--- src/rtl/ogr_pkg.sv ---
// Summary of operation
// RQ1 - upper identifier resets to zero, invalid
// RQ2 - upper identifier holds maker and serial
// RQ3 - eeprom load then writes ignored
// RQ4 - firmware loads once when no eeprom
// RQ5 - upper identifier cleared by any reset; the pcie reset here leaves bits 3..0 unchanged
// RQ6 - bits 3..0 survive the pcie reset
// RQ7 - lower identifier at 28h, same behaviour
// RQ8 - rom read address is base plus offset
// RQ9 - rom base bits 31..10 writable, zero reset
// RQ10 - rom base bits 9..0 read zero
// RQ11 - failed posted write updates error registers
// RQ12 - low error register holds offset low
// RQ13 - high register holds bus and node
// RQ14 - high register low half holds offset high
// RQ15 - lock flag set by load, cleared by reset
package ogr_pkg;

  // ---------------------------------------------------------------
  // register offsets
  // ---------------------------------------------------------------
  localparam logic [7:0] OGR_OFF_ID_UPPER   = 8'h24;
  localparam logic [7:0] OGR_OFF_ID_LOWER   = 8'h28;
  localparam logic [7:0] OGR_OFF_ROM_BASE   = 8'h34;
  localparam logic [7:0] OGR_OFF_FAIL_LOW   = 8'h38;
  localparam logic [7:0] OGR_OFF_FAIL_HIGH  = 8'h3c;

  // ---------------------------------------------------------------
  // field layout and reset values
  // ---------------------------------------------------------------
  localparam int          OGR_STICKY_W      = 4;
  localparam int          OGR_ROM_LSB       = 10;
  localparam int          OGR_ROM_OFF_W     = 10;
  localparam logic [31:0] OGR_ID_RESET      = 32'h0000_0000;
  localparam logic [31:0] OGR_ROM_RESET     = 32'h0000_0000;
  localparam logic [47:0] OGR_ROM_WIN_LO    = 48'hffff_f000_0400;
  localparam logic [47:0] OGR_ROM_WIN_HI    = 48'hffff_f000_07ff;

  // register bus request
  typedef struct packed {
    logic        wr;
    logic        rd;
    logic [7:0]  addr;
    logic [31:0] wdata;
  } ogr_req_s;

  // posted-write failure report
  typedef struct packed {
    logic [9:0]  bus_num;
    logic [5:0]  node_num;
    logic [47:0] dest_offset;
  } ogr_fail_s;

  // identifier load source
  typedef enum logic [1:0] {
    OGR_LD_NONE     = 2'b00,
    OGR_LD_EEPROM   = 2'b01,
    OGR_LD_FIRMWARE = 2'b10
  } ogr_ld_e;

endpackage

--- src/rtl/ogr_regs.sv ---
`timescale 1ns/1ps
`default_nettype none
// identifier, rom mapping and posted-write error register bank
module ogr_regs
  import ogr_pkg::*;
(
  input  wire logic                  clock,
  input  wire logic                  rst_b,
  input  wire logic                  pcie_rst_b,
  input  wire ogr_pkg::ogr_req_s     bus_req,
  output logic      [31:0]           rdata,
  output logic                       rvalid,
  input  wire logic                  eeprom_present,
  input  wire logic                  eeprom_load,
  input  wire logic [63:0]           eeprom_id,
  input  wire logic                  rom_rd_req,
  input  wire logic [47:0]           rom_rd_offset,
  output logic      [31:0]           rom_host_addr,
  output logic                       rom_host_valid,
  input  wire logic                  fail_event,
  input  wire ogr_pkg::ogr_fail_s    fail_info,
  output logic      [63:0]           unique_id,
  output logic                       id_valid
);
  import ogr_pkg::*;

  // -----------------------------------------------------------------
  // combined reset: pcie reset or global/power-on reset
  // -----------------------------------------------------------------
  // the pcie reset also clears everything the global reset clears, except the low nibble of each identifier quadlet
  wire any_rst_b = rst_b & pcie_rst_b;   // see RQ5

  // -----------------------------------------------------------------
  // address decode
  // -----------------------------------------------------------------
  wire hit_upper = (bus_req.addr == OGR_OFF_ID_UPPER);
  wire hit_lower = (bus_req.addr == OGR_OFF_ID_LOWER);
  wire hit_rom   = (bus_req.addr == OGR_OFF_ROM_BASE);
  wire hit_flo   = (bus_req.addr == OGR_OFF_FAIL_LOW);
  wire hit_fhi   = (bus_req.addr == OGR_OFF_FAIL_HIGH);

  // -----------------------------------------------------------------
  // identifier load selection
  // -----------------------------------------------------------------
  // with an eeprom fitted only its loader may write; software is ignored
  wire         fw_wr_upper = bus_req.wr & hit_upper & ~eeprom_present;
  wire         fw_wr_lower = bus_req.wr & hit_lower & ~eeprom_present;
  wire         ee_take     = eeprom_present & eeprom_load;              // see RQ3
  wire         ld_upper    = ee_take | fw_wr_upper;                     // see RQ4
  wire         ld_lower    = ee_take | fw_wr_lower;                     // see RQ4
  wire [31:0]  ld_upper_d  = ee_take ? eeprom_id[63:32] : bus_req.wdata;
  wire [31:0]  ld_lower_d  = ee_take ? eeprom_id[31:0]  : bus_req.wdata;

  logic [31:0] id_upper_q;
  logic [31:0] id_lower_q;
  logic        lock_upper;
  logic        lock_lower;

  // upper quadlet: maker field and serial upper, third bus info quadlet
  ogr_id_reg u_id_upper (                                               // see RQ2
    .clock      (clock),
    .rst_b      (rst_b),
    .pcie_rst_b (any_rst_b),
    .load       (ld_upper),
    .load_data  (ld_upper_d),
    .value      (id_upper_q),
    .locked     (lock_upper)
  );

  // lower quadlet: serial lower, same lock and reset behaviour
  ogr_id_reg u_id_lower (                                               // see RQ7
    .clock      (clock),
    .rst_b      (rst_b),
    .pcie_rst_b (any_rst_b),
    .load       (ld_lower),
    .load_data  (ld_lower_d),
    .value      (id_lower_q),
    .locked     (lock_lower)
  );

  // zero is an illegal identifier, so report validity only after both loads
  assign unique_id = {id_upper_q, id_lower_q};
  assign id_valid  = lock_upper & lock_lower;                           // see RQ1

  // -----------------------------------------------------------------
  // configuration rom mapping
  // -----------------------------------------------------------------
  logic [31:OGR_ROM_LSB] rom_base_field;

  // software writable base, low bits are not stored at all
  always_ff @(posedge clock or negedge any_rst_b)
  begin
    if (!any_rst_b)
      rom_base_field <= OGR_ROM_RESET[31:OGR_ROM_LSB];                  // see RQ9
    else if (bus_req.wr & hit_rom)
      rom_base_field <= bus_req.wdata[31:OGR_ROM_LSB];                  // see RQ9
  end

  wire [31:0] rom_base_word = {rom_base_field, {OGR_ROM_LSB{1'b0}}};   // see RQ10
  wire        rom_in_win    = (rom_rd_offset >= OGR_ROM_WIN_LO) &
                              (rom_rd_offset <= OGR_ROM_WIN_HI);
  // base is 1 KiB aligned, so the add never carries out of the low ten bits
  wire [31:0] next_rom_addr = rom_base_word +
                              {{(32-OGR_ROM_OFF_W){1'b0}},
                               rom_rd_offset[OGR_ROM_OFF_W-1:0]};

  // translated host address registered one cycle after the request
  always_ff @(posedge clock or negedge any_rst_b)
  begin
    if (!any_rst_b)
    begin
      rom_host_addr  <= 32'h0000_0000;
      rom_host_valid <= 1'b0;
    end
    else
    begin
      rom_host_valid <= rom_rd_req & rom_in_win;                        // see RQ8
      if (rom_rd_req & rom_in_win)
        rom_host_addr <= next_rom_addr;                                 // see RQ8
    end
  end

  // -----------------------------------------------------------------
  // posted-write error capture
  // -----------------------------------------------------------------
  // contents are undefined until a failure; no reset keeps them cheap
  logic [31:0] failed_write_offset_low;
  logic [31:0] failed_write_source_offset_high;

  always_ff @(posedge clock)
  begin
    if (fail_event)
    begin
      failed_write_offset_low         <= fail_info.dest_offset[31:0];   // see RQ11 see RQ12
      failed_write_source_offset_high <= {fail_info.bus_num,            // see RQ13
                                          fail_info.node_num,
                                          fail_info.dest_offset[47:32]}; // see RQ14
    end
  end

  // -----------------------------------------------------------------
  // read mux
  // -----------------------------------------------------------------
  wire [31:0] next_rdata = hit_upper ? id_upper_q :
                           hit_lower ? id_lower_q :
                           hit_rom   ? rom_base_word :
                           hit_flo   ? failed_write_offset_low :
                           hit_fhi   ? failed_write_source_offset_high :
                                       32'h0000_0000;   // unmapped reads zero

  always_ff @(posedge clock or negedge any_rst_b)
  begin
    if (!any_rst_b)
    begin
      rdata  <= 32'h0000_0000;
      rvalid <= 1'b0;
    end
    else
    begin
      rvalid <= bus_req.rd;
      if (bus_req.rd)
        rdata <= next_rdata;
    end
  end

endmodule
`default_nettype wire

--- src/rtl/ogr_id_reg.sv ---
`timescale 1ns/1ps
`default_nettype none
// one identifier quadlet with write-once lock and split reset domains
module ogr_id_reg
  import ogr_pkg::*;
(
  input  wire logic        clock,
  input  wire logic        rst_b,
  input  wire logic        pcie_rst_b,
  input  wire logic        load,
  input  wire logic [31:0] load_data,
  output logic      [31:0] value,
  output logic             locked
);
  // -----------------------------------------------------------------
  // storage
  // -----------------------------------------------------------------
  logic [31:OGR_STICKY_W]   upper_part;
  logic [OGR_STICKY_W-1:0]  sticky_part;
  wire                      take = load & ~locked;   // see RQ3 see RQ4

  // high bits and lock follow every reset source
  always_ff @(posedge clock or negedge pcie_rst_b)
  begin
    if (!pcie_rst_b)
    begin
      upper_part <= OGR_ID_RESET[31:OGR_STICKY_W];   // see RQ1 see RQ5
      locked     <= 1'b0;                            // see RQ15
    end
    else if (take)
    begin
      upper_part <= load_data[31:OGR_STICKY_W];
      locked     <= 1'b1;                            // see RQ15
    end
  end

  // low nibble ignores the pcie reset
  always_ff @(posedge clock or negedge rst_b)
  begin
    if (!rst_b)
      sticky_part <= OGR_ID_RESET[OGR_STICKY_W-1:0]; // see RQ6
    else if (take)
      sticky_part <= load_data[OGR_STICKY_W-1:0];
  end

  assign value = {upper_part, sticky_part};
endmodule
`default_nettype wire

--- config.mk ---
export PLATFORM = sky130hd
export DESIGN_NAME = ogr_regs
export DESIGN_NICKNAME = d
export VERILOG_FILES = /design/src/rtl/ogr_pkg.sv /design/src/rtl/ogr_regs.sv /design/src/rtl/ogr_id_reg.sv
export SDC_FILE = /design/constraint.sdc
export NUM_CORES = 1
export LEC_CHECK = 0
export BUFFER_PORTS_ARGS = -buffer_cell sky130_fd_sc_hd__buf_4
export CORE_MARGIN = 10
export CORE_UTILIZATION = 54
export DETAILED_ROUTE_END_ITERATION = 7
export MAX_ROUTING_LAYER = met4
export PLACE_DENSITY_LB_ADDON = 0.12
export SLEW_MARGIN = 0
export SYNTH_ARGS = -nofsm -noshare
export SYNTH_HDL_FRONTEND = slang
export SYNTH_HIERARCHICAL = 1
export SYNTH_SLANG_ARGS = --single-unit
export TNS_END_PERCENT = 50
--- constraint.sdc ---
create_clock -name clock -period 6.94 [get_ports clock]
set_input_delay 0 -clock clock [delete_from_list [all_inputs] [get_ports clock]]
set_output_delay 0 -clock clock [all_outputs]
set_load 0.02 [all_outputs]
=== Word level (Yosys, flattened, before mapping) ===
Index checks and enable logic that the tools add are counted.
Widths: inputs -> output; s select.

* Flip-flop bits (word level): 218
* Input bits: 225
* Output and inout port bits: 131
* Logic and storage cells: 45

* Multiplexer cells: 7
* Equality and inequality tests: 5
* Add/sub/neg operators: 1
* Bitwise operators: 17
* $lt $le $gt $ge: 2

{| class="wikitable"
|+ Operators by type and width
! kind !! number
|-
| $mux 32 || 7
|-
| $ge 48x48->1 const B || 1
|-
| $le 48x48->1 const B || 1
|-
| $eq 8x6->1 const B || 5
|-
| $add 32x10->32 || 1
|-
| $and 1x1->1 || 12
|-
| $not 1->1 || 3
|-
| $or 1x1->1 || 2
|}

=== Longest topological paths before layout ===
Gate-level depths: netlist (run 1).

* Depth after elaboration: 6
* Mapped depth: 11
* Depth with buffers taken out: 5

=== By module ===
Netlist (run 1), hierarchy kept.

{| class="wikitable"
|+ Modules (own cells, without submodules)
! module !! area an instance (µm²) !! cells each !! sequential area each (µm²) !! times used
|-
| ogr_regs || 7282.0 || 658 || 4124.0 || 1
|-
| ogr_id_reg || 1390.1 || 71 || 825.8 || 2
|}

=== Worst setup path before layout (run 1) ===
No wires, ideal clock.

* Path kind: input -> register
* Start: input bus_req[39] in the netlist's numbering
* End: register u_id_lower.sticky_part[0]
* Path slack: 4.525 ns
* Data required time: 6.815 ns
* Path buffers: 4
* Arrival: 2.290 ns
* Setup time: 0.125 ns
* Stages on the path: 9
* Cells stage by stage: or4b_2 or2_2 clkbuf_1 clkbuf_1 o31ai_1 nor2b_4 buf_6 buf_12 mux2_4

* Cells in the longest elaborated chain, start to end: 5

{| class="wikitable"
|+ Ends and longest elaborated chain
! what !! RTL line !! text
|-
| from (decl) || ogr_regs.sv:10 || <nowiki>input wire ogr_pkg::ogr_req_s bus_req,</nowiki>
|-
| $eq 8x6->1 || ogr_regs.sv:37 || <nowiki>wire hit_lower = (bus_req.addr == OGR_OFF_ID_LOWER);</nowiki>
|-
| $and 1x1->1 (2 in a row) || ogr_regs.sv:47 || <nowiki>wire fw_wr_lower = bus_req.wr & hit_lower & ~eeprom_present;</nowiki>
|-
| $or 1x1->1 || ogr_regs.sv:50 || <nowiki>wire ld_lower = ee_take | fw_wr_lower;</nowiki>
|-
| via ld_lower || ogr_regs.sv:50 ||
|-
| $and 1x1->1 || ogr_id_reg.sv:20 || <nowiki>wire take = load & ~locked;</nowiki>
|-
| to (signal assigned) || ogr_id_reg.sv:41 || <nowiki>sticky_part <= OGR_ID_RESET[OGR_STICKY_W-1:0];</nowiki>
|-
| to (signal assigned) || ogr_id_reg.sv:43 || <nowiki>sticky_part <= load_data[OGR_STICKY_W-1:0];</nowiki>
|-
| to (decl) || ogr_id_reg.sv:19 || <nowiki>logic [OGR_STICKY_W-1:0] sticky_part;</nowiki>
|}

The timed path passes the listed nets, and every way through them passes these cells.
A chain may end at the register's enable or synchronous reset.

=== Final worst setup path (run 1) ===
* Start: input bus_req[39] in the netlist's numbering
* End: register u_id_lower/upper_part[6] in the netlist's numbering

* Cells in the longest elaborated chain, start to end: 5

{| class="wikitable"
|+ Ends and longest elaborated chain
! what !! RTL line !! text
|-
| $eq 8x6->1 || ogr_regs.sv:37 ||
|-
| $and 1x1->1 (2 in a row) || ogr_regs.sv:47 ||
|-
| $or 1x1->1 || ogr_regs.sv:50 ||
|-
| via ld_lower || ogr_regs.sv:50 ||
|-
| $and 1x1->1 || ogr_id_reg.sv:20 ||
|-
| to (signal assigned) || ogr_id_reg.sv:27 || <nowiki>upper_part <= OGR_ID_RESET[31:OGR_STICKY_W];</nowiki>
|-
| to (signal assigned) || ogr_id_reg.sv:32 || <nowiki>upper_part <= load_data[31:OGR_STICKY_W];</nowiki>
|-
| to (decl) || ogr_id_reg.sv:18 || <nowiki>logic [31:OGR_STICKY_W] upper_part;</nowiki>
|}

The timed path passes the listed nets, and every way through them passes these cells.

==> reports/qor.txt, run 1 <==
Pwr/cell area: 230 nW/um^2
Max-slew violations: 0
CTS max path bufs: 3
CTS resizes: 0
Peak VDD IR: 0.195 mV
Critical path peak fanout: 23
Yosys cell types: 34
Root buffer cell: clkbuf_16
Register-to-register path setup slack: 4.99 ns
Clock sinks: 218
Boundary Pins: 356
Initial antenna violation count: 5
Largest net degree at the start of global routing: 75
Critical path type: in2reg
Die H: 157 um
Worst path buffer plus inverter count: 2
Post-Syn Nets: 1025
Worst EP arrival: 3.22 ns
Max cap viols: 0
Req. time, crit path: 7.33 ns
Total wire length: 40000 um
Outcome: finished clean
Vias in the first global route: 9974
Worst-margin pin slew: 1.10 ns
Tcrit/Tclk final: 40.8%
Effective utilization at floorplan: 55.4%
Clk_lat worst skew: 0.52 ns
Drt initial violations: 678
Fin. Hold Viols: 0
F_max: 0.353 GHz
Slowest CP cell: or4b_2
H-tree Lvls: 1
Final Non-Filler Cells: 1572
CTS tree: done
Mapped Area: 10100 um^2
Clock-pin slew on the worst setup and hold paths: 0.06 ns
Slew headroom: 26.0%
Syn. warnings: 6
Unrepaired setup endpoints after global routing: false
Layout area overhead: 52.8%
Register area share after synthesis: 57.4%
Most frequent cells in the layout: buf_4, dlygate4sd3_1, nand2_1
CP Capture Type: register
Layout Skew: 0.0127 ns
Post-Syn Area per Cell: 12.6 um^2
GRT Total Usage: 32.4%
CP delay by family, top: simple AND/OR/NAND/NOR gates
Commonest non-fill, non-tap cell in the layout: buf_4
Vias per inst: 5.74
Routability cong.: 0.830
Die X: 157 um
Drt pass-1 iters: 6
Full die area: 24500 um^2
Synth Register Bits: 218
Post-route ant nets: 0
Cells after DPL: 1336
CTS Buf Count: 24
Cell Rows: 49
Top cell by count, worst path: buf_4
First-pass GRT wire length: 59600 um
Grt total ovfl: 0
Wire per inst: 25.4 um
CP peak stage delay: 0.69 ns
Vias: 9022
Placeable Area: 18100 um^2
DP HPWL: 23500 um
Setup TNS: 0 ns
Nets@finish: 1543
Cells along the critical path: buf_4 -> or4b_2 -> or2_2 -> o31ai_1 -> nor2b_4 -> buf_4 -> mux2_4
Drt drc: 0
Worst hold path type: in2reg
Min Clock Period, post-route: 2.83 ns
Cells after Synth: 800
Startpoint Class: input pin
Post-CTS setup buffer count: 0
Endpoints failing setup: 0
Port Buffer Count: 355
Lkg Pwr: 0.00742 uW
Share of cells above drive strength 1: 40.6%
==> cell usage after synthesis <==
library cell	count	share of area (%)
nor2b_1	2	0.12
or4b_2	1	0.099
or4b_1	2	0.20
o21ai_0	23	1.1
nand2b_1	12	0.75
nor4b_1	1	0.087
mux2_4	89	13
o221ai_1	22	1.9
a21o_1	22	1.6
o22ai_1	32	2.0
buf_12	9	1.8
mux2_2	39	4.4
nand4bb_1	1	0.11
or3_1	1	0.062
nand2_1	162	6.0
and2_1	4	0.25
or4_1	2	0.15
edfxtp_1	64	19
or2_2	4	0.25
nand4_1	6	0.37
or2_0	1	0.062
nor4_1	2	0.12
nor3_1	3	0.15
a21oi_1	32	1.6
buf_1	3	0.11
buf_6	3	0.34
nor2b_4	2	0.27
clkbuf_1	43	1.6
dfrtp_1	154	38
or2_1	1	0.062
o31ai_1	1	0.075
o22a_1	22	1.9
a22oi_1	10	0.75
inv_1	25	0.93
==> registers in the layout (all words and copies together), names as in the netlist <==
| register | cells |
|---|---|
| failed_write_offset_low | 32 |
| failed_write_source_offset_high | 32 |
| rdata | 32 |
| rom_host_addr | 32 |
| u_id_lower/upper_part | 28 |
| u_id_upper/upper_part | 28 |
| rom_base_field | 22 |
| u_id_lower/sticky_part | 4 |
| u_id_upper/sticky_part | 4 |
| rom_host_valid | 1 |
| rvalid | 1 |
| u_id_lower/locked | 1 |
| u_id_upper/locked | 1 |
==> worst reg2reg max path, stage by stage, from the launching register on <==
cell,delay [ns]
dfrtp_1,0.41
nor2b_4,0.58
buf_4,0.48
mux2_4,0.35
==> metal layers <==
| metal | share of wire (%) | vias up | wire [um] | global-route usage (%) |
|---|---|---|---|---|
| li1 | - | 3907 | - | - |
| met1 | 37 | 4414 | 14800 | 37.0 |
| met2 | 50 | 582 | 19900 | 53.8 |
| met3 | 8.9 | 119 | 3570 | 7.62 |
| met4 | 4.4 | 0 | 1770 | 14.1 |
| met5 | 0 | - | 0 | - |
==> power by group <==
group / leakage, uW / internal [uW] / switching [uW]
clock network: 0.000393 / 744 / 531
logic: 0.00435 / 386 / 341
registers: 0.00267 / 1440 / 98.8
==> metrics by stage <==
step | cell area (um^2) | hold slack [ns] | power (uW) | util (%) | setup slack [ns]
after floorplan | 10100 | -0.296 | 1840 | - | 2.28
after global placement | 12700 | -0.173 | 2150 | 70.1 | 3.70
after detailed placement | 12700 | -0.174 | 2170 | 70.1 | 3.60
after CTS | 15400 | 0.112 | 3500 | 84.6 | 4.14
after global routing | 15400 | 0.159 | 3640 | 84.7 | 4.00
final | 15400 | 0.128 | 3540 | 84.7 | 4.11
==> cell families (layout without fill, tap and decap cells) <==
family,after synthesis,after routing,synth area share [%]
DFF,218,218,57.4
and+or+nand+nor,207,207,9.16
AOI/OAI and AO/OA,164,164,11.0
muxes,128,128,17.6
buffers and inverters,83,619,4.77
other,0,7,0
==> final cells by class <==
cell class,instances,area [um^2]
Sequential cell,218,5780
Timing Repair Buffer,550,4590
Multi-Input combinational cell,499,3820
Fill cell,902,2780
Clock buffer,36,748
Tap cell,229,287
Inverter,25,93.8
Clock inverter,8,40.0
Antenna cell,7,17.5
==> final timing paths <==
path                                             to  depth (start not counted)               from
min                               u_id_upper/locked                          4     eeprom_present
max reg2reg                u_id_lower/upper_part[6]                          3  u_id_lower/locked
min reg2reg                       rom_host_addr[11]                          1  rom_host_addr[11]
min in group asynchronous                  rdata[4]                          3         pcie_rst_b
max                        u_id_lower/upper_part[6]                          7        bus_req[39]
max in group asynchronous        rom_base_field[27]                          4              rst_b
==> what timing repair did <==
action	4_1_cts	5_1_grt
endpoints found under the setup margin	0	0
endpoints found under the hold margin	243	0
hold buffers	185	0
No activity file was read; power rests on OpenSTA's default activity.
==> run 2, diff against run 1 <==
--- a/config.mk
+++ b/config.mk
@@ -7,7 +7,7 @@
 export LEC_CHECK = 0
 export BUFFER_PORTS_ARGS = -buffer_cell sky130_fd_sc_hd__buf_4
 export CORE_MARGIN = 10
-export CORE_UTILIZATION = 54
+export CORE_UTILIZATION = 45
 export DETAILED_ROUTE_END_ITERATION = 7
 export MAX_ROUTING_LAYER = met4
 export PLACE_DENSITY_LB_ADDON = 0.12
==> constraint.sdc (replaced) <==
create_clock -name clock -period 2.6 [get_ports clock]
set_input_delay 0 -clock clock [delete_from_list [all_inputs] [get_ports clock]]
set_output_delay 0 -clock clock [all_outputs]
set_load 0.02 [all_outputs]
==> run 2 against run 1 <==
Clock skew decreased by 0.0026 ns. Sequential share of layout area fell by 0.78 points. Sequential power increased to 2.6 times the previous value. Total power rose to 2.7 times the previous value. Clock power grew to 2.8 times the previous value. Critical path type unchanged. Sequential cell count did not move. Final area is 2.1% higher. Worst setup slack got worse by 3.7 ns. Die area rose by 17%. Largest power group unchanged.
==> reports/qor.txt, run 2 (same netlist as run 1, synthesis figures left out) <==
Boundary Pins: 356 (unchanged)
Worst Reg-to-Reg Cells: 3 (unchanged)
Pwr/cell area: 607 nW/um^2 (was 230 nW/um^2)
First-pass GRT wire length: 56700 um (was 59600 um)
Slew headroom: 19.3% (was 26.0%)
Clk_lat worst skew: 0.52 ns (about the same)
Worst EP arrival: 2.67 ns (was 3.22 ns)
Unrepaired setup endpoints after global routing: false (unchanged)
Register area: 5780 um^2 (unchanged)
Worst hold path type: in2reg (unchanged)
Cell Rows: 54 (was 49)
Register-to-register path setup slack: 1.28 ns (was 4.99 ns)
GRT Total Usage: 25.9% (was 32.4%)
Die X: 170 um (was 157 um)
CTS max path bufs: 3 (unchanged)
Total power: 9520 uW (was 3540 uW)
Commonest non-fill, non-tap cell in the layout: buf_4 (unchanged)
CP Depth: 8 (was 7)
H-tree Lvls: 1 (unchanged)
Port Buffer Count: 355 (unchanged)
Slowest CP cell: and2_2 (was or4b_2)
Min Clock Period, post-route: 2.22 ns
Endpoints failing setup: 0 (unchanged)
Drt pass-1 iters: 6 (unchanged)
Critical path type: in2reg (unchanged)
Post-route ant nets: 0 (unchanged)
Worst flop-to-flop path startpoint: u_id_lower/locked (unchanged)
Nets@finish: 1560 (was 1543)
Startpoint Class: input pin (unchanged)
Vias per inst: 5.30 (was 5.74)
Clock-pin slew on the worst setup and hold paths: 0.06 ns (about the same)
Worst path buffer plus inverter count: 4 (was 2)
Setup TNS: 0 ns (unchanged)
CP Capture Type: register (unchanged)
Final instance area: 15700 um^2 (was 15400 um^2)
Die H: 170 um (was 157 um)
Wire per inst: 22.9 um (was 25.4 um)
F_max: 0.451 GHz
Fin. Hold Viols: 0 (unchanged)
Worst R2R End: u_id_lower/sticky_part[3] (was u_id_lower/upper_part[6])
Lkg Pwr: 0.00754 uW (was 0.00742 uW)
Grt total ovfl: 0 (unchanged)
Hold path start: bus_req[41] (was eeprom_present)
Vias in the first global route: 9594 (was 9974)
DP HPWL: 24500 um (was 23500 um)
Drt initial violations: 624 (was 678)
Hold path depth: 4 (unchanged)
Effective utilization at floorplan: 46.0% (was 55.4%)
Outcome: finished clean (unchanged)
CP delay by family, top: buffers and inverters (was simple AND/OR/NAND/NOR gates)
Layout Skew: 0.0102 ns (was 0.0127 ns)
CP peak stage delay: 0.61 ns (was 0.69 ns)
Cells along the critical path: dlygate4sd3_1 -> buf_4 -> and2_2 -> buf_4 -> nand2_1 -> nand2_1 -> dlygate4sd3_1 -> mux2_4 (was buf_4 -> or4b_2 -> or2_2 -> o31ai_1 -> nor2b_4 -> buf_4 -> mux2_4)
Vias: 8684 (was 9022)
Layout Utilization: 71.7% (was 84.7%)
Drt drc: 0 (unchanged)
Share of cells above drive strength 1: 41.5% (was 40.6%)
Peak VDD IR: 0.414 mV (was 0.195 mV)
Largest net degree at the start of global routing: 65 (was 75)
Layout area overhead: 56.0% (was 52.8%)
Placeable Area: 21900 um^2 (was 18100 um^2)
Most frequent cells in the layout: buf_4, dlygate4sd3_1, nand2_1 (unchanged)
Critical path peak fanout: 34 (was 23)
Full die area: 28700 um^2 (was 24500 um^2)
CTS tree: done (unchanged)
Multi-input logic area: 3820 um^2 (unchanged)
Worst-margin pin slew: 1.21 ns (was 1.10 ns)
Tcrit/Tclk final: 85.2%
Max cap viols: 0 (unchanged)
WHS Endpoint: u_id_upper/locked (unchanged)
# fillers: 1502 (was 902)
Max-slew violations: 0 (unchanged)
Placed Area: 13000 um^2 (was 12700 um^2)
Initial antenna violation count: 5 (unchanged)
Routability cong.: 0.825 (was 0.830)
Clock sinks: 218 (unchanged)
Root buffer cell: clkbuf_16 (unchanged)
Req. time, crit path: 3.05 ns (was 7.33 ns)
Total wire length: 37500 um (was 40000 um)
CTS Buf Count: 24 (unchanged)
-- run 2: changes by cell type in the layout (fill, tap and decap cells not counted), sizes merged --
cell / previous run / this run
buf: 365 / 381
clkbuf: 36 / 31
bufinv: 0 / 3
clkinvlp: 0 / 2
diode: 7 / 5
clkinv: 7 / 8
dlygate4sd3: 185 / 186
inv: 26 / 25
-- run 2: final cells by class --
cell class	instances	share of cell area (%)
Clock inverter	13	0.940
Timing Repair Buffer	567	30.7
Multi-Input combinational cell	499	24.3
Antenna cell	5	0.0797
Inverter	25	0.598
Clock buffer	31	4.32
Tap cell	280	2.23
Sequential cell	218	36.8
-- run 2: repair_timing --
item                                   4_1_cts  5_1_grt
hold buffers                               186        0
setup buffers                                0        0
endpoints found under the hold margin      221        0
gates resized for setup                      0        0
-- run 2: report_power, final --
part | internal, uW | switching [uW]
Sequential | 3850 | 230
Clock | 2140 | 1390
Combinational | 1050 | 864
-- run 2: worst reg2reg max path: stages (launching register included) --
cell,delay (ns)
dfrtp_1,0.42
nor2b_4,0.20
buf_4,0.22
mux2_2,0.36
-- run 2: metrics by stage --
| step | hold WS [ns] | setup slack [ns] | std cells |
|---|---|---|---|
| CTS | 0.0314 | 0.499 | 1633 |
| floorplan | -0.296 | 0.185 | 800 |
| finish | 0.0570 | 0.384 | 1638 |
| detailed placement | -0.167 | 0.0561 | 1403 |
| global placement | -0.168 | 0.0910 | 1403 |
| global route | 0.0991 | 0.267 | 1638 |
-- run 2: worst max-delay path by stage --
stage                      start                        end
6_report             eeprom_load   u_id_lower/upper_part[9]
5_1_grt              eeprom_load   u_id_lower/upper_part[9]
4_1_cts              eeprom_load   u_id_lower/upper_part[5]
3_5_place_dp   rom_rd_offset[19]           rom_host_addr[7]
3_3_place_gp   rom_rd_offset[19]          rom_host_addr[12]
2_1_floorplan        bus_req[39]  u_id_lower/sticky_part[0]
-- run 2: per-layer routing --
metal / global-route usage [%] / up-vias / routed length (um)
met2: 41.6 / 361 / 18200
met1: 32.5 / 4310 / 15800
li1: - / 3941 / -
met3: 5.37 / 72 / 2420
met4: 7.80 / 0 / 1110
met5: - / - / 0
==> run 3, diff against run 2 <==
--- a/config.mk
+++ b/config.mk
@@ -5,7 +5,7 @@
 export SDC_FILE = /design/constraint.sdc
 export NUM_CORES = 1
 export LEC_CHECK = 0
-export BUFFER_PORTS_ARGS = -buffer_cell sky130_fd_sc_hd__buf_4
+export BUFFER_PORTS_ARGS = -buffer_cell sky130_fd_sc_hd__buf_2
 export CORE_MARGIN = 10
 export CORE_UTILIZATION = 45
 export DETAILED_ROUTE_END_ITERATION = 7
==> run 3 against run 2 <==
Clock skew rose by 0.014 ns. Total power fell by 4.5%. Die area did not move. Sequential share of layout area rose by 2.4 points. Combinational power fell by 12%. Fmax fell by 0.64%. Final area fell by 6.0%. Largest cell class unchanged. Count of clock-buffer cells in the layout rose by 8. Utilization fell by 4.3 points. Worst setup slack got worse by 0.014 ns.
==> reports/qor.txt, run 3 (same netlist as run 1, synthesis figures left out) <==
Setup TNS: 0 ns (unchanged)
Layout area overhead: 46.6% (was 56.0%)
Worst hold path type: in2async (was in2reg)
Routability cong.: 0.828 (was 0.825)
Register-to-register path setup slack: 1.24 ns (was 1.28 ns)
GRT Total Usage: 25.3% (was 25.9%)
Port Buffer Count: 355 (unchanged)
Worst flop-to-flop path startpoint: u_id_lower/locked (unchanged)
Total wire length: 36500 um (was 37500 um)
CTS tree: done (unchanged)
# fillers: 1606 (was 1502)
CP Capture Type: register (unchanged)
Placed Area: 12100 um^2 (was 13000 um^2)
Pwr/cell area: 616 nW/um^2 (was 607 nW/um^2)
Unrepaired setup endpoints after global routing: false (unchanged)
Endpoints failing setup: 0 (unchanged)
DP Worst Slack: 0.100 ns (was 0.0561 ns)
Worst Setup SP: eeprom_load (unchanged)
Worst-margin pin slew: 1.12 ns (was 1.21 ns)
CTS Buf Count: 25 (was 24)
Wire per inst: 22.3 um (was 22.9 um)
Slew headroom: 25.1% (was 19.3%)
Critical path peak fanout: 36 (was 34)
DP HPWL: 24300 um (was 24500 um)
H-tree Lvls: 1 (unchanged)
Drt initial violations: 671 (was 624)
Die H: 170 um (unchanged)
Critical path type: in2reg (unchanged)
Die X: 170 um (unchanged)
Vias per inst: 5.29 (was 5.30)
Startpoint Class: input pin (unchanged)
Largest net degree at the start of global routing: 65 (unchanged)
Worst EP arrival: 2.69 ns (was 2.67 ns)
Placeable Area: 21900 um^2 (unchanged)
CTS resizes: 0 (unchanged)
Post-route ant nets: 0 (unchanged)
Drt drc: 0 (unchanged)
Full die area: 28700 um^2 (unchanged)
Initial antenna violation count: 1 (was 5)
Boundary Pins: 356 (unchanged)
Tcrit/Tclk final: 85.8% (was 85.2%)
Lkg Pwr: 0.00730 uW (was 0.00754 uW)
Total power: 9090 uW (was 9520 uW)
Effective utilization at floorplan: 46.0% (unchanged)
Share of cells above drive strength 1: 41.2% (was 41.5%)
Vias: 8669 (was 8684)
First-pass GRT wire length: 55800 um (was 56700 um)
Cell Rows: 54 (unchanged)
Drt pass-1 iters: 7 (was 6)
Peak VDD IR: 0.404 mV (was 0.414 mV)
Grt total ovfl: 0 (unchanged)
F_max: 0.448 GHz (was 0.451 GHz)
Max cap viols: 0 (unchanged)
Layout Skew: 0.0242 ns (was 0.0102 ns)
Worst R2R End: u_id_lower/upper_part[25] (was u_id_lower/sticky_part[3])
Worst Reg-to-Reg Cells: 3 (unchanged)
Fin. Hold Viols: 0 (unchanged)
Clock-pin slew on the worst setup and hold paths: 0.06 ns (about the same)
Root buffer cell: clkbuf_16 (unchanged)
Final setup margin: 0.369 ns (was 0.384 ns)
Met1 WL: 15900 um (was 15800 um)
Nets@finish: 1565 (was 1560)
Req. time, crit path: 3.06 ns (was 3.05 ns)
Clock sinks: 218 (unchanged)
Min Clock Period, post-route: 2.23 ns (was 2.22 ns)
Vias in the first global route: 9527 (was 9594)
Routed wl met2: 17300 um (was 18200 um)
Max layer used: met4 (unchanged)
Outcome: finished clean (unchanged)
CTS max path bufs: 3 (unchanged)
Met3 routed WL: 2460 um (was 2420 um)
Final instance area: 14800 um^2 (was 15700 um^2)
Post-CTS setup buffer count: 0 (unchanged)
Commonest non-fill, non-tap cell in the layout: buf_2 (was buf_4)
Most frequent cells in the layout: buf_2, dlygate4sd3_1, nand2_1 (was buf_4, dlygate4sd3_1, nand2_1)
Clk_lat worst skew: 0.51 ns (was 0.52 ns)
Max-slew violations: 0 (unchanged)
-- run 3: power by group --
group	leakage [uW]	internal [uW]	switching [uW]
registers	0.00267	3850	230
clock network	0.000377	1970	1370
logic	0.00425	841	840
-- run 3: metrics by stage --
stage	hold WS (ns)	instances	util (%)
after global routing	0.132	1639	67.4
after detailed placement	-0.127	1406	55.3
after floorplan	-0.296	800	-
final	0.0926	1640	67.4
after CTS	0.0714	1638	67.4
after global placement	-0.132	1406	55.3
-- run 3: how the worst max path moves through the flow --
stage,end,slack [ns]
2_1_floorplan,u_id_lower/sticky_part[0],0.18
3_3_place_gp,rom_host_addr[26],0.11
3_5_place_dp,rom_host_addr[6],0.10
4_1_cts,u_id_upper/upper_part[7],0.42
5_1_grt,u_id_lower/upper_part[9],0.28
6_report,u_id_lower/upper_part[8],0.37
-- run 3: worst max-delay path: stages --
cell,delay (ns)
dlygate4sd3_1,0.52
buf_2,0.12
and2_2,0.65
buf_4,0.46
nand2_1,0.10
nand2_1,0.09
dlygate4sd3_1,0.58
mux2_4,0.15
-- run 3: cell type report --
type                    instances  area, um^2  area share (%)
flip-flops and latches        218        5780            39.1
repair buffers                571        3940            26.7
multi-input cells             499        3820            25.9
clock buffers                  39         708            4.80
well taps                     280         350            2.37
inverters                      25        93.8           0.636
clock inverters                 6        58.8           0.399
diodes                          2        5.00          0.0339
-- run 3: repair_timing --
| action | CTS | global route |
|---|---|---|
| hold buffers | 187 | 0 |
| setup endpoints to repair | 0 | 0 |
| endpoints found under the hold margin | 287 | 0 |
-- run 3: layer usage --
| layer | vias up | GRT usage, % |
|---|---|---|
| li1 | 3957 | - |
| met1 | 4246 | 33.0 |
| met2 | 399 | 40.2 |
| met3 | 67 | 4.19 |
| met4 | 0 | 7.24 |
| met5 | - | - |
